$ cat src/design/pirq_pkg.sv
// constants for the peripheral interrupt flag and enable block
// Summary of operation
// - timer three overflow sets flag bit 1; stays set until software writes zero
// - capture in capture mode or compare match in compare mode sets capcomp two flag bit 0; software clears
// - with priority scheme off, nothing reaches core without peripheral global enable
// - enable bit 7 gates the parallel slave port read/write interrupt
// - enable bit 6 gates the converter completion interrupt
// - enable bit 5 gates the serial receive interrupt
// - enable bit 4 gates the serial transmit interrupt
// - enable bit 3 gates the synchronous serial port interrupt
// - enable bit 2 gates the capcomp unit one interrupt
// - enable bit 1 gates the timer two period match interrupt
// - enable bit 0 gates the timer one overflow interrupt
package pirq_pkg;
  localparam logic [3:0] OFS_ENABLE_ONE = 4'h0;
  localparam logic [3:0] OFS_FLAG_TWO   = 4'h4;
  localparam logic [3:0] OFS_CONTROL    = 4'h8;
  localparam logic [3:0] OFS_SRC_ONE    = 4'hc;
  localparam int         BIT_CAPCOMP_TWO = 0;
  localparam int         BIT_TIMER_THREE = 1;
  localparam int         BIT_GLOBAL     = 0;
  localparam int         BIT_PRIO       = 1;
  localparam logic [7:0] RST_BYTE       = 8'h00;
  localparam logic [7:0] FLAG_TWO_MASK  = 8'h03;
  localparam logic [1:0] CC_MODE_OFF     = 2'h0;
  localparam logic [1:0] CC_MODE_CAPTURE = 2'h1;
  localparam logic [1:0] CC_MODE_COMPARE = 2'h2;
  localparam logic [1:0] CC_MODE_PWM     = 2'h3;
endpackage

$ cat src/design/peripheral_interrupt_flag_enable.sv
// peripheral interrupt flag and enable logic with a wishbone slave
`timescale 1ns/1ps
`default_nettype none
module peripheral_interrupt_flag_enable
  import pirq_pkg::*;
#(
  // number of level sources behind the first enable register
  parameter int SRC_COUNT = 8
)
(
  input  wire logic       clk_i,
  input  wire logic       rst_i,
  input  wire logic       wb_cyc_i,
  input  wire logic       wb_stb_i,
  input  wire logic       wb_we_i,
  input  wire logic [3:0] wb_adr_i,
  input  wire logic [3:0] wb_sel_i,
  input  wire logic [31:0] wb_dat_i,
  output logic [31:0]     wb_dat_o,
  output logic            wb_ack_o,
  input  wire logic [7:0] src_one_i,
  input  wire logic       timer_three_ovf_i,
  input  wire logic       cc_capture_i,
  input  wire logic       cc_compare_i,
  input  wire logic [1:0] cc_mode_i,
  output logic            irq_o
);
  logic [7:0] enable_one_r;
  logic [1:0] flag_two_r;
  logic [1:0] control_r;
  logic [7:0] src_one_r;
  logic       irq_nxt;
  logic       wr_stb;
  logic       cc_event;
  // per-source request bits after their individual enable
  logic [SRC_COUNT-1:0] src_gated;
  logic                 any_src_req;
  logic                 any_flag_req;
  logic                 gate_open;

  // the enable, source and readback paths are one byte wide and the bus
  // only carries byte 0, so another source count would need a wider
  // register map rather than a longer loop; refuse it at elaboration
  if (SRC_COUNT != 8)
  begin : g_count_check
    $error("SRC_COUNT must be 8 for this register map");
  end

  // a write is taken once per request, on the edge that raises ack;
  // lanes other than byte 0 carry nothing, so sel[0] alone qualifies it
  assign wr_stb = wb_cyc_i && wb_stb_i && wb_we_i && !wb_ack_o && wb_sel_i[0];

  // one-cycle ack, dropped the cycle after; a master that keeps its
  // strobe up past the ack is not taken twice, since the low ack is
  // part of the take condition; the fixed single wait state keeps the
  // read mux registered without a second pipeline stage
  always_ff @(posedge clk_i)
  begin
    if (rst_i)
      wb_ack_o <= 1'b0;
    else
      wb_ack_o <= wb_cyc_i && wb_stb_i && !wb_ack_o;
  end

  // enable and control registers; bit 7 of the enable byte is stored
  // as written even on parts without a parallel slave port, keeping it
  // clear there is left to software
  // control holds the global enable and the priority scheme enable
  always_ff @(posedge clk_i)
  begin
    if (rst_i)
    begin
      enable_one_r <= RST_BYTE;
      control_r    <= 2'h0;
    end
    else if (wr_stb)
    begin
      if (wb_adr_i == OFS_ENABLE_ONE)
        enable_one_r <= wb_dat_i[7:0];
      if (wb_adr_i == OFS_CONTROL)
        control_r <= wb_dat_i[1:0];
    end
  end

  // pwm mode never touches the flag; off mode neither, since the unit
  // then reports nothing meaningful and a stray pulse must not latch
  // the decode uses the live mode so a mode change acts at once
  assign cc_event = ((cc_mode_i == CC_MODE_CAPTURE) && cc_capture_i)
                 || ((cc_mode_i == CC_MODE_COMPARE) && cc_compare_i);

  // flags: hardware set wins over a software write of zero
  // the set terms come last so they override the write in one edge;
  // losing an event to a clear in the same cycle would hide it forever
  // a write of one also sets a flag, which lets software test the path
  // both flags are sticky: only a write ever takes them down
  always_ff @(posedge clk_i)
  begin
    if (rst_i)
      flag_two_r <= 2'h0;
    else
    begin
      if (wr_stb && wb_adr_i == OFS_FLAG_TWO)
        flag_two_r <= wb_dat_i[1:0];
      if (timer_three_ovf_i)
        flag_two_r[BIT_TIMER_THREE] <= 1'b1;
      if (cc_event)
        flag_two_r[BIT_CAPCOMP_TWO] <= 1'b1;
    end
  end

  // sampled level flags from the first-register sources
  // these are levels owned by their peripherals, so they are not
  // sticky here; one register stage costs a cycle of request latency
  // but keeps the gating off the raw pins
  always_ff @(posedge clk_i)
  begin
    if (rst_i)
      src_one_r <= RST_BYTE;
    else
      src_one_r <= src_one_i;
  end

  // per-source gating, one enable bit per source level; bit 7 is the
  // parallel slave port, 6 the converter, 5 and 4 serial receive and
  // transmit, 3 the sync serial port, 2 capcomp one, 1 the timer two
  // period match and 0 the timer one overflow
  for (genvar g = 0; g < SRC_COUNT; g++)
  begin : g_src_gate
    assign src_gated[g] = src_one_r[g] & enable_one_r[g];
  end

  // any gated source or any second-register flag; the second enable
  // register is not part of this block, so its flags request directly
  assign any_src_req  = |src_gated;
  assign any_flag_req = |flag_two_r;

  // with the priority scheme on the global enable is skipped, otherwise
  // it must be set for anything to reach the core
  assign gate_open = control_r[BIT_PRIO] || control_r[BIT_GLOBAL];

  // request: gated sources and flags, held back while the gate is shut
  always_comb
  begin
    irq_nxt = any_src_req || any_flag_req;
    if (!gate_open)
      irq_nxt = 1'b0;
  end

  // registered so the pin comes straight from a flip-flop and never
  // glitches while the enables and flags change underneath it
  always_ff @(posedge clk_i)
  begin
    if (rst_i)
      irq_o <= 1'b0;
    else
      irq_o <= irq_nxt;
  end

  // read mux, unmapped reads return zero
  // the mux runs every cycle on the live address; the master only takes
  // it in the ack cycle, when it holds the value of the taken request
  // upper lanes always read zero since only byte 0 is implemented
  always_ff @(posedge clk_i)
  begin
    if (rst_i)
      wb_dat_o <= 32'h0;
    else
    begin
      unique case (wb_adr_i)
        OFS_ENABLE_ONE: wb_dat_o <= {24'h0, enable_one_r};
        OFS_FLAG_TWO:   wb_dat_o <= {30'h0, flag_two_r};
        OFS_CONTROL:    wb_dat_o <= {30'h0, control_r};
        OFS_SRC_ONE:    wb_dat_o <= {24'h0, src_one_r};
        default:        wb_dat_o <= 32'h0;
      endcase
    end
  end
endmodule // peripheral_interrupt_flag_enable
`default_nettype wire

$ cat config.mk
export PLATFORM = sky130hd
export DESIGN_NAME = peripheral_interrupt_flag_enable
export DESIGN_NICKNAME = d
export VERILOG_FILES = /design/src/design/pirq_pkg.sv /design/src/design/peripheral_interrupt_flag_enable.sv
export SDC_FILE = /design/constraint.sdc
export NUM_CORES = 1
export LEC_CHECK = 0
export BUFFER_PORTS_ARGS = -buffer_cell sky130_fd_sc_hd__buf_2
export CAP_MARGIN = 20
export CORE_MARGIN = 5
export CORE_UTILIZATION = 45
export CTS_CLUSTER_DIAMETER = 30
export DETAILED_ROUTE_END_ITERATION = 16
export PLACE_DENSITY_LB_ADDON = 0.12
export SYNTH_ARGS = -nofsm -noshare
export SYNTH_HDL_FRONTEND = slang
export SYNTH_SLANG_ARGS = --single-unit
$ cat constraint.sdc
create_clock -name clk_i -period 2.3 [get_ports clk_i]
set_input_delay 0.46 -clock clk_i [delete_from_list [all_inputs] [get_ports clk_i]]
set_output_delay 0.46 -clock clk_i [all_outputs]
set_load 0.01 [all_outputs]
## After elaboration in Yosys (flattened, before gate mapping)

Index checks and enable logic that the tools add are counted.

| operators by class | value |
|---|---|
| eq/ne operators | 5 |
| muxes and demuxes | 4 |
| bitwise logic cells | 9 |
| reductions and logical operators | 20 |

Operators with widths:

| kind | count |
|---|---|
| case mux 8 bit (4 select lines) | 1 |
| bitwise AND 1 bit | 8 |
| equality test 4 bit, second input constant | 2 |
| logical AND 1 bit | 8 |
| OR reduction 8 bit | 1 |
| equality test 4 x 3 -> 1 bit, second input constant | 1 |
| zero test 4 bit | 1 |
| AND reduction 2 bit | 2 |
| nonzero test 2 bit | 2 |
| OR reduction 2 bit | 2 |
| logical OR 1 bit | 3 |
| equality test 2 x 1 -> 1 bit, second input constant | 1 |
| equality test 2 bit, second input constant | 1 |
| 2-to-1 mux 1 bit | 2 |
| 2-to-1 mux 2 bit | 1 |
| zero test 1 bit | 1 |
| inverter 1 bit | 1 |

| word-level totals | value |
|---|---|
| register bits | 54 |
| input port bits | 58 |
| output and inout port bits | 34 |

## Depth between registers and ports, before layout

Gate-level depths: netlist of the first run.

| depth | value |
|---|---|
| word-level depth | 7 |
| depth in mapped cells | 5 |

## Worst setup path after synthesis of the first run

No wires, ideal clock.

| timing path | value |
|---|---|
| kind | input -> register |
| from | in wb_adr_i[1] |
| to | reg enable_one_r[1] |
| setup time | 0.132 ns |
| data arrival time | 1.422 ns |
| required time | 2.168 ns |
| setup slack | 0.746 ns |
| stages | 4 |
| path buffers | 1 |
| cell sequence | or4_1 -> buf_2 -> o31ai_1 -> a21oi_1 |

| between the ends | value |
|---|---|
| cells in the longest elaborated chain, start to end | 2 |

RTL lines:

| what | RTL line | text |
|---|---|---|
| start, declared | peripheral_interrupt_flag_enable.sv:16 | `input wire logic [3:0] wb_adr_i,` |
| zero test 4 bit | peripheral_interrupt_flag_enable.sv:78 | `if (wb_adr_i == OFS_ENABLE_ONE)` |
| AND reduction 2 bit (no source line) | n/a |  |
| end signal, assigned | peripheral_interrupt_flag_enable.sv:79 | `enable_one_r <= wb_dat_i[7:0];` |
| end, declared | peripheral_interrupt_flag_enable.sv:28 | `logic [7:0] enable_one_r;` |

Every way passes these cells.
A chain may end at the register's enable or synchronous reset.

## Final worst setup path of the first run

| timing path | value |
|---|---|
| from | in wb_adr_i[1] |
| to | reg enable_one_r[7] |

The elaborated chain is that of the path after synthesis.

==> out/results.md, run 1 <==
Synth
- **count of state elements after synthesis** 30
- **Async SR Flop Fraction** 0%
- **main area contributors after synthesis** sky130_fd_sc_hd__dfxtp_1 42%, sky130_fd_sc_hd__buf_4 13%, sky130_fd_sc_hd__o31ai_1 6.4%
- **cell taking the most area after synthesis** sky130_fd_sc_hd__dfxtp_1
- **Post-synth top flop** sky130_fd_sc_hd__dfxtp_1
- **commonest cells in the synthesized netlist** 30 x sky130_fd_sc_hd__dfxtp_1, 24 x sky130_fd_sc_hd__buf_4, 12 x sky130_fd_sc_hd__a21oi_1, 12 x sky130_fd_sc_hd__o31ai_1, 11 x sky130_fd_sc_hd__nand4_1
- **number of enable flip-flop cells after synthesis** 0
- **cells after synthesis** 153
- **most frequently used cell type in the post-synthesis netlist** sky130_fd_sc_hd__dfxtp_1
- **area share of the largest cell type after synthesis** 42.4%
- **mean area per synthesized cell** 9.27 sq um
- **synthesized area** 1420 sq um
- **register area share after synthesis** 42.4%
- **number of library cell types mapped by synthesis** 31
- **synthesis warning total** 0

Timing
- **setup repair after global routing missed its margin** false
- **final hold slack** 0.346 ns
- **total negative setup slack** 0 ns
- **setup violation total in the final timing report** 0
- **Hold Violations, Final** 0
- **Worst slew margin** 52.1%
- **slew at the pin with the worst max-slew slack** 0.709 ns
- **Final period util** 65.7%
- **Slew Limit Fails** 0
- **Final Skew** 0.00743 ns
- **time the final worst path needs with I/O delays and setup** 1.51 ns
- **top achievable clock speed** 661 MHz

Cells and area
- **Area growth, synth to finish** 14.1%
- **post-route core utilization** 53.4%
- **number of diodes added for antenna fixing** 0
- **final cell count without fillers** 233
- **count of nets after finishing** 247
- **share of layout cells above drive strength 1** 27.0%
- **fin area** 1620 sq um
- **fill cell count** 308

CTS
- **cts bufs inserted** 5
- **library cell used as clock root buffer** sky130_fd_sc_hd__clkbuf_4
- **number of buffers added to fix hold violations after cts** 0
- **Resized Gates After CTS** 0
- **Max H-tree Level** 2
- **Clock Latency Late Sink** 0.32 ns
- **CTS tree** built
- **clock transition at the registers of the reported paths** 0.08 ns
- **Bufs on Longest Clock Path** 2
- **Num Clock Sinks** 30
- **postcts setup bufs** 0

GRT
- **pin count of the biggest net entering global routing** 24
- **initial antenna violation count** 0
- **via count of the first global-routing pass** 1140
- **wire length of the first global-routing pass** 5010 um
- **total gr overflow** 0
- **GRT Resource Usage Total** 15.3%

Worst setup path
- **Critical Path Source Type** primary input
- **signal arrival time at the worst endpoint** 1.71 ns
- **Reg2Reg Capture Point** enable_one_r[7]$_SDFFE_PP0P_
- **flop-to-flop setup slack** 0.92 ns
- **Worst setup endpoint** enable_one_r[7]$_SDFFE_PP0P_
- **type of the worst setup path** in2reg
- **data required time at the worst endpoint** 2.50 ns
- **crit-path max FO** 8
- **start of the worst register-to-register path** wb_ack_o$_SDFF_PP0_
- **crit path from** wb_adr_i[1]
- **cell count of the worst reg-to-reg path** 3
- **sort of element at the end of the critical path** flip-flop

Floorplanning
- **full die area** 4370 sq um
- **floorplan core area** 3030 sq um
- **Die Span X** 66.1 um
- **vertical extent of the die** 66.1 um
- **starting density of the core** 46.8%
- **Std-Cell Rows** 20
- **Boundary Pins** 92

Detailed routing
- **remaining design rule violation count** 0
- **per-cell routed wire length** 13.6 um
- **vias post-DR** 1191
- **vias per std cell** 5.11
- **overall routed net length** 3170 um
- **violation count after the first detailed-route iteration** 64
- **antenna-violating nets left** 0
- **Detailed Routing Iterations Pass 1** 4

Power and ir drop
- **PD cells** 658 nW/um^2
- **Max rail drop VDD** 0.000311 V
- **Static Leakage** 0.000651 uW

Hold path
- **Worst Hold Launch** src_one_i[5]
- **worst hold path type** in2reg

Place
- **post-place instance area** 1540 sq um
- **Final HPWL DP** 2450 um
- **placer congestion estimate** 0.779
- **Port Buf Inserts** 40
- **post-placement cell count** 226

Outcome
- **run status** finished clean

Flow run
- **count of max-cap constraint violations** 0

[through the flow]
stage                     setup WS (ns)  total power, uW
after floorplan                   0.746              646
after global placement            0.483              655
after detailed placement          0.434              658
after CTS                         0.786             1070
after global routing              0.708             1120
final                             0.788             1060
[power by group]
part	total (uW)	switching [uW]	internal [uW]
clock	417	164	253
combinational	109	71.0	38.1
sequential	538	7.20	531
[sequential cells by signal, summed over array words and instances, names as in the netlist]
signal        cells
src_one_r         8
flag_two_r        2
wb_dat_o          8
enable_one_r      8
wb_ack_o          1
irq_o             1
control_r         2
[cells in the final DEF, fill, tap and decap left out, drive strengths merged, types with 2 or more instances in the layout]
master	instances
nand3b	2
nor2	10
a21oi	12
and2	2
nand4	11
dfxtp	30
conb	24
a22oi	7
or4b	2
o31ai	12
a222oi	2
clkbuf	6
nand2	3
buf	40
mux2	2
nor2b	10
[layer usage]
metal  wire length (um)  share of wire (%)  vias to the layer above  track usage, %
met5                  0                  0                        -               0
met4                 41                1.3                        0            8.88
met3                209                6.6                        4            2.38
met2               1600                 50                       45            26.1
met1               1320                 42                      550            17.9
li1                   -                  -                      592               -
[worst max-delay path: stages]
cell and delay (ns):
sky130_fd_sc_hd__buf_2 0.15, sky130_fd_sc_hd__or4_1 0.70, sky130_fd_sc_hd__o31ai_1 0.30, sky130_fd_sc_hd__a21oi_1 0.10
[logic make-up (layout without fill, tap and decap cells)]
kind of cell	count (synthesis)	after routing	share of synthesized area, %
and+or+nand+nor	46	46	20.4
AOI/OAI and AO/OA	40	40	19.7
buffers and inverters	34	47	15.7
DFF	30	30	42.4
muxes	2	2	1.59
other	1	24	0.265
[worst min-delay path by stage]
stage                                   end  slack [ns]  cells after the start
finish              src_one_r[5]$_SDFF_PP0_        0.35                      2
global route        src_one_r[5]$_SDFF_PP0_        0.34                      2
CTS                 src_one_r[5]$_SDFF_PP0_        0.34                      2
detailed placement   wb_dat_o[0]$_SDFF_PP0_        0.48                      2
global placement     wb_dat_o[0]$_SDFF_PP0_        0.48                      2
floorplan            wb_dat_o[0]$_SDFF_PP0_        0.45                      2
[area by class of cell]
| class | instances | area, sq um | share of cell area (%) |
|---|---|---|---|
| multi-input combinational | 112 | 681 | 42.1 |
| sequential | 30 | 601 | 37.1 |
| timing repair buffer | 40 | 200 | 12.4 |
| tap | 44 | 55.1 | 3.40 |
| clock buffer | 6 | 51.3 | 3.17 |
| clock inverter | 1 | 30.0 | 1.86 |
(Power assumes the default switching activity.)
==> run 2: changes to the inputs <==
--- a/config.mk
+++ b/config.mk
@@ -8,7 +8,7 @@
 export BUFFER_PORTS_ARGS = -buffer_cell sky130_fd_sc_hd__buf_2
 export CAP_MARGIN = 20
 export CORE_MARGIN = 5
-export CORE_UTILIZATION = 45
+export CORE_UTILIZATION = 42
 export CTS_CLUSTER_DIAMETER = 30
 export DETAILED_ROUTE_END_ITERATION = 16
 export PLACE_DENSITY_LB_ADDON = 0.12
==> constraint.sdc (replaced) <==
create_clock -name clk_i -period 1.48 [get_ports clk_i]
set_input_delay 0.296 -clock clk_i [delete_from_list [all_inputs] [get_ports clk_i]]
set_output_delay 0.296 -clock clk_i [all_outputs]
set_load 0.01 [all_outputs]
==> run 2 against run 1 <==
Total power grew 44%. Sequential cell count did not move. Sequential power grew 56%. Worst setup slack got worse by 0.64 ns. Clock skew increased by 0.00065 ns. Global-route usage fell by 0.81 points. Critical path depth unchanged. Die area grew 6.0%. Sequential share of layout area is 1.2 points lower. Via count up 4.8%.
==> out/results.md, run 2 (synthesized netlist as in run 1, its figures left out) <==
GRT
- **wire length of the first global-routing pass** 5030 um, was 5010 um
- **initial antenna violation count** 0, unchanged
- **GRT Resource Usage Total** 14.5%, was 15.3%
- **total gr overflow** 0, unchanged
- **pin count of the biggest net entering global routing** 23, was 24
- **via count of the first global-routing pass** 1114, was 1140

Timing
- **setup violation total in the final timing report** 0, unchanged
- **Final Skew** 0.00807 ns, was 0.00743 ns
- **top achievable clock speed** 753 MHz
- **final hold slack** 0.172 ns, was 0.346 ns
- **Final period util** 89.7%
- **time the final worst path needs with I/O delays and setup** 1.33 ns
- **Slew Limit Fails** 0, unchanged
- **Hold Violations, Final** 0, unchanged
- **setup repair after global routing missed its margin** false, unchanged

Detailed routing
- **vias per std cell** 5.09, was 5.11
- **violation count after the first detailed-route iteration** 67, was 64
- **Detailed Routing Iterations Pass 1** 4, unchanged
- **antenna-violating nets left** 0, unchanged
- **overall routed net length** 3360 um, was 3170 um
- **per-cell routed wire length** 13.7 um, was 13.6 um
- **vias post-DR** 1248, was 1191
- **remaining design rule violation count** 0, unchanged

CTS
- **clock transition at the registers of the reported paths** 0.10 ns, was 0.08 ns
- **Clock Latency Late Sink** 0.33 ns, was 0.32 ns
- **Resized Gates After CTS** 0, unchanged
- **Num Clock Sinks** 30, unchanged
- **postcts setup bufs** 0, unchanged
- **library cell used as clock root buffer** sky130_fd_sc_hd__clkbuf_4, unchanged
- **Max H-tree Level** 2, unchanged
- **number of buffers added to fix hold violations after cts** 0, unchanged
- **CTS tree** built, unchanged
- **Bufs on Longest Clock Path** 2, unchanged
- **cts bufs inserted** 5, unchanged

Outcome
- **run status** finished clean, unchanged

Power and ir drop
- **switching share of total power** 26.7%, was 22.7%
- **clock power share** 33.3%, was 39.2%
- **PD cells** 919 nW/um^2, was 658 nW/um^2
- **Internal Dissipation** 1130 uW, was 822 uW
- **register share of total power** 54.5%, was 50.6%
- **Max rail drop VDD** 0.000367 V, was 0.000311 V
- **Switch Pwr** 410 uW, was 242 uW
- **Static Leakage** 0.000685 uW, was 0.000651 uW
- **total power** 1540 uW, was 1060 uW
- **combinational share of power** 12.2%, was 10.3%

Cells and area
- **Area growth, synth to finish** 17.8%, was 14.1%
- **most frequent cells in the layout** 40 x sky130_fd_sc_hd__buf_2, 30 x sky130_fd_sc_hd__dfxtp_1, 24 x sky130_fd_sc_hd__conb_1, 12 x sky130_fd_sc_hd__a21oi_1, 12 x sky130_fd_sc_hd__o31ai_1, unchanged
- **fin area** 1670 sq um, was 1620 sq um
- **registers with the most flip-flops** enable_one_r x8, src_one_r x8, wb_dat_o x8, unchanged
- **share of layout cells above drive strength 1** 30.7%, was 27.0%
- **number of diodes added for antenna fixing** 0, unchanged
- **fill cell count** 326, was 308
- **final cell count without fillers** 245, was 233
- **leading cell type in the layout, fill and taps excluded** sky130_fd_sc_hd__buf_2, unchanged
- **count of nets after finishing** 256, was 247
- **post-route core utilization** 50.5%, was 53.4%

Flow run
- **count of max-cap constraint violations** 0, unchanged

Floorplanning
- **Boundary Pins** 92, unchanged
- **Std-Cell Rows** 21, was 20
- **full die area** 4640 sq um, was 4370 sq um
- **Die Span X** 68.1 um, was 66.1 um
- **vertical extent of the die** 68.1 um, was 66.1 um
- **starting density of the core** 42.8%, was 46.8%
- **floorplan core area** 3310 sq um, was 3030 sq um

Worst setup path
- **library cell contributing the largest single delay on the critical path** sky130_fd_sc_hd__or4_1, unchanged
- **crit-path max FO** 8, unchanged
- **Critical Path Source Type** primary input, unchanged
- **type of the worst setup path** in2reg, unchanged
- **Worst path max stage delay** 0.71 ns, was 0.70 ns
- **signal arrival time at the worst endpoint** 1.55 ns, was 1.71 ns
- **Critical Path, Cell by Cell** buf_2 > or4_1 > o31ai_1 > a21oi_1, unchanged
- **data required time at the worst endpoint** 1.70 ns, was 2.50 ns
- **sort of element at the end of the critical path** flip-flop, unchanged

Hold path
- **worst hold path type** in2reg, unchanged

Place
- **Port Buf Inserts** 40, unchanged
- **post-place instance area** 1610 sq um, was 1540 sq um
- **Final HPWL DP** 2620 um, was 2450 um
- **post-placement cell count** 237, was 226
- **placer congestion estimate** 0.770, was 0.779

run 2: changes by cell type in the layout (fill, tap and decap cells not counted):
cell,before,now
sky130_fd_sc_hd__buf_4,0,9
sky130_fd_sc_hd__clkinvlp_4,0,1
sky130_fd_sc_hd__bufinv_16,1,0
sky130_fd_sc_hd__clkinv_2,0,1
run 2: critical path, delay by kind of cell:
| family | cells | cell delay, ns |
|---|---|---|
| compound gates | 2 | 0.43 |
| buf+inv | 1 | 0.11 |
| simple gates | 1 | 0.71 |
run 2: final timing paths:
path	start	to	slack, ns	cells after the start
worst max-delay path	wb_adr_i[1]	enable_one_r[6]$_SDFFE_PP0P_	0.15	4
worst min-delay path	src_one_i[4]	src_one_r[4]$_SDFF_PP0_	0.17	2
worst max register to register	wb_ack_o$_SDFF_PP0_	flag_two_r[1]$_SDFFE_PP0P_	0.28	3
worst min register to register	enable_one_r[0]$_SDFFE_PP0P_	enable_one_r[0]$_SDFFE_PP0P_	0.50	2
run 2: area by class of cell:
cell class / count / area, sq um / share of cell area [%]
clock inverter: 2 / 12.5 / 0.749
timing repair buffer: 49 / 268 / 16.0
multi-input combinational: 112 / 681 / 40.7
sequential: 30 / 601 / 36.0
clock buffer: 6 / 51.3 / 3.07
tap: 46 / 57.6 / 3.45
run 2: stage by stage:
step	worst slack [ns]	setup TNS (ns)
after floorplan	0.0899	0
after global placement	-0.139	-1.23
after detailed placement	-0.183	-1.35
after CTS	0.169	0
after global routing	0.114	0
final	0.152	0
run 2: power groups by stage:
stage               logic (uW)  registers [uW]  clock network (uW)
floorplan                  151             853                   0
global placement           180             855                   0
detailed placement         184             855                   0
CTS                        185             837                 532
global route               206             839                 574
finish                     187             837                 512
run 2: layer usage:
layer  global-route usage (%)  part of all wire [%]  vias up
met5                        0                     0        -
met4                     6.95                   1.9        0
met3                     2.46                   7.1        7
met2                     25.3                    51       54
met1                     17.1                    40      579
li1                         -                     -      608
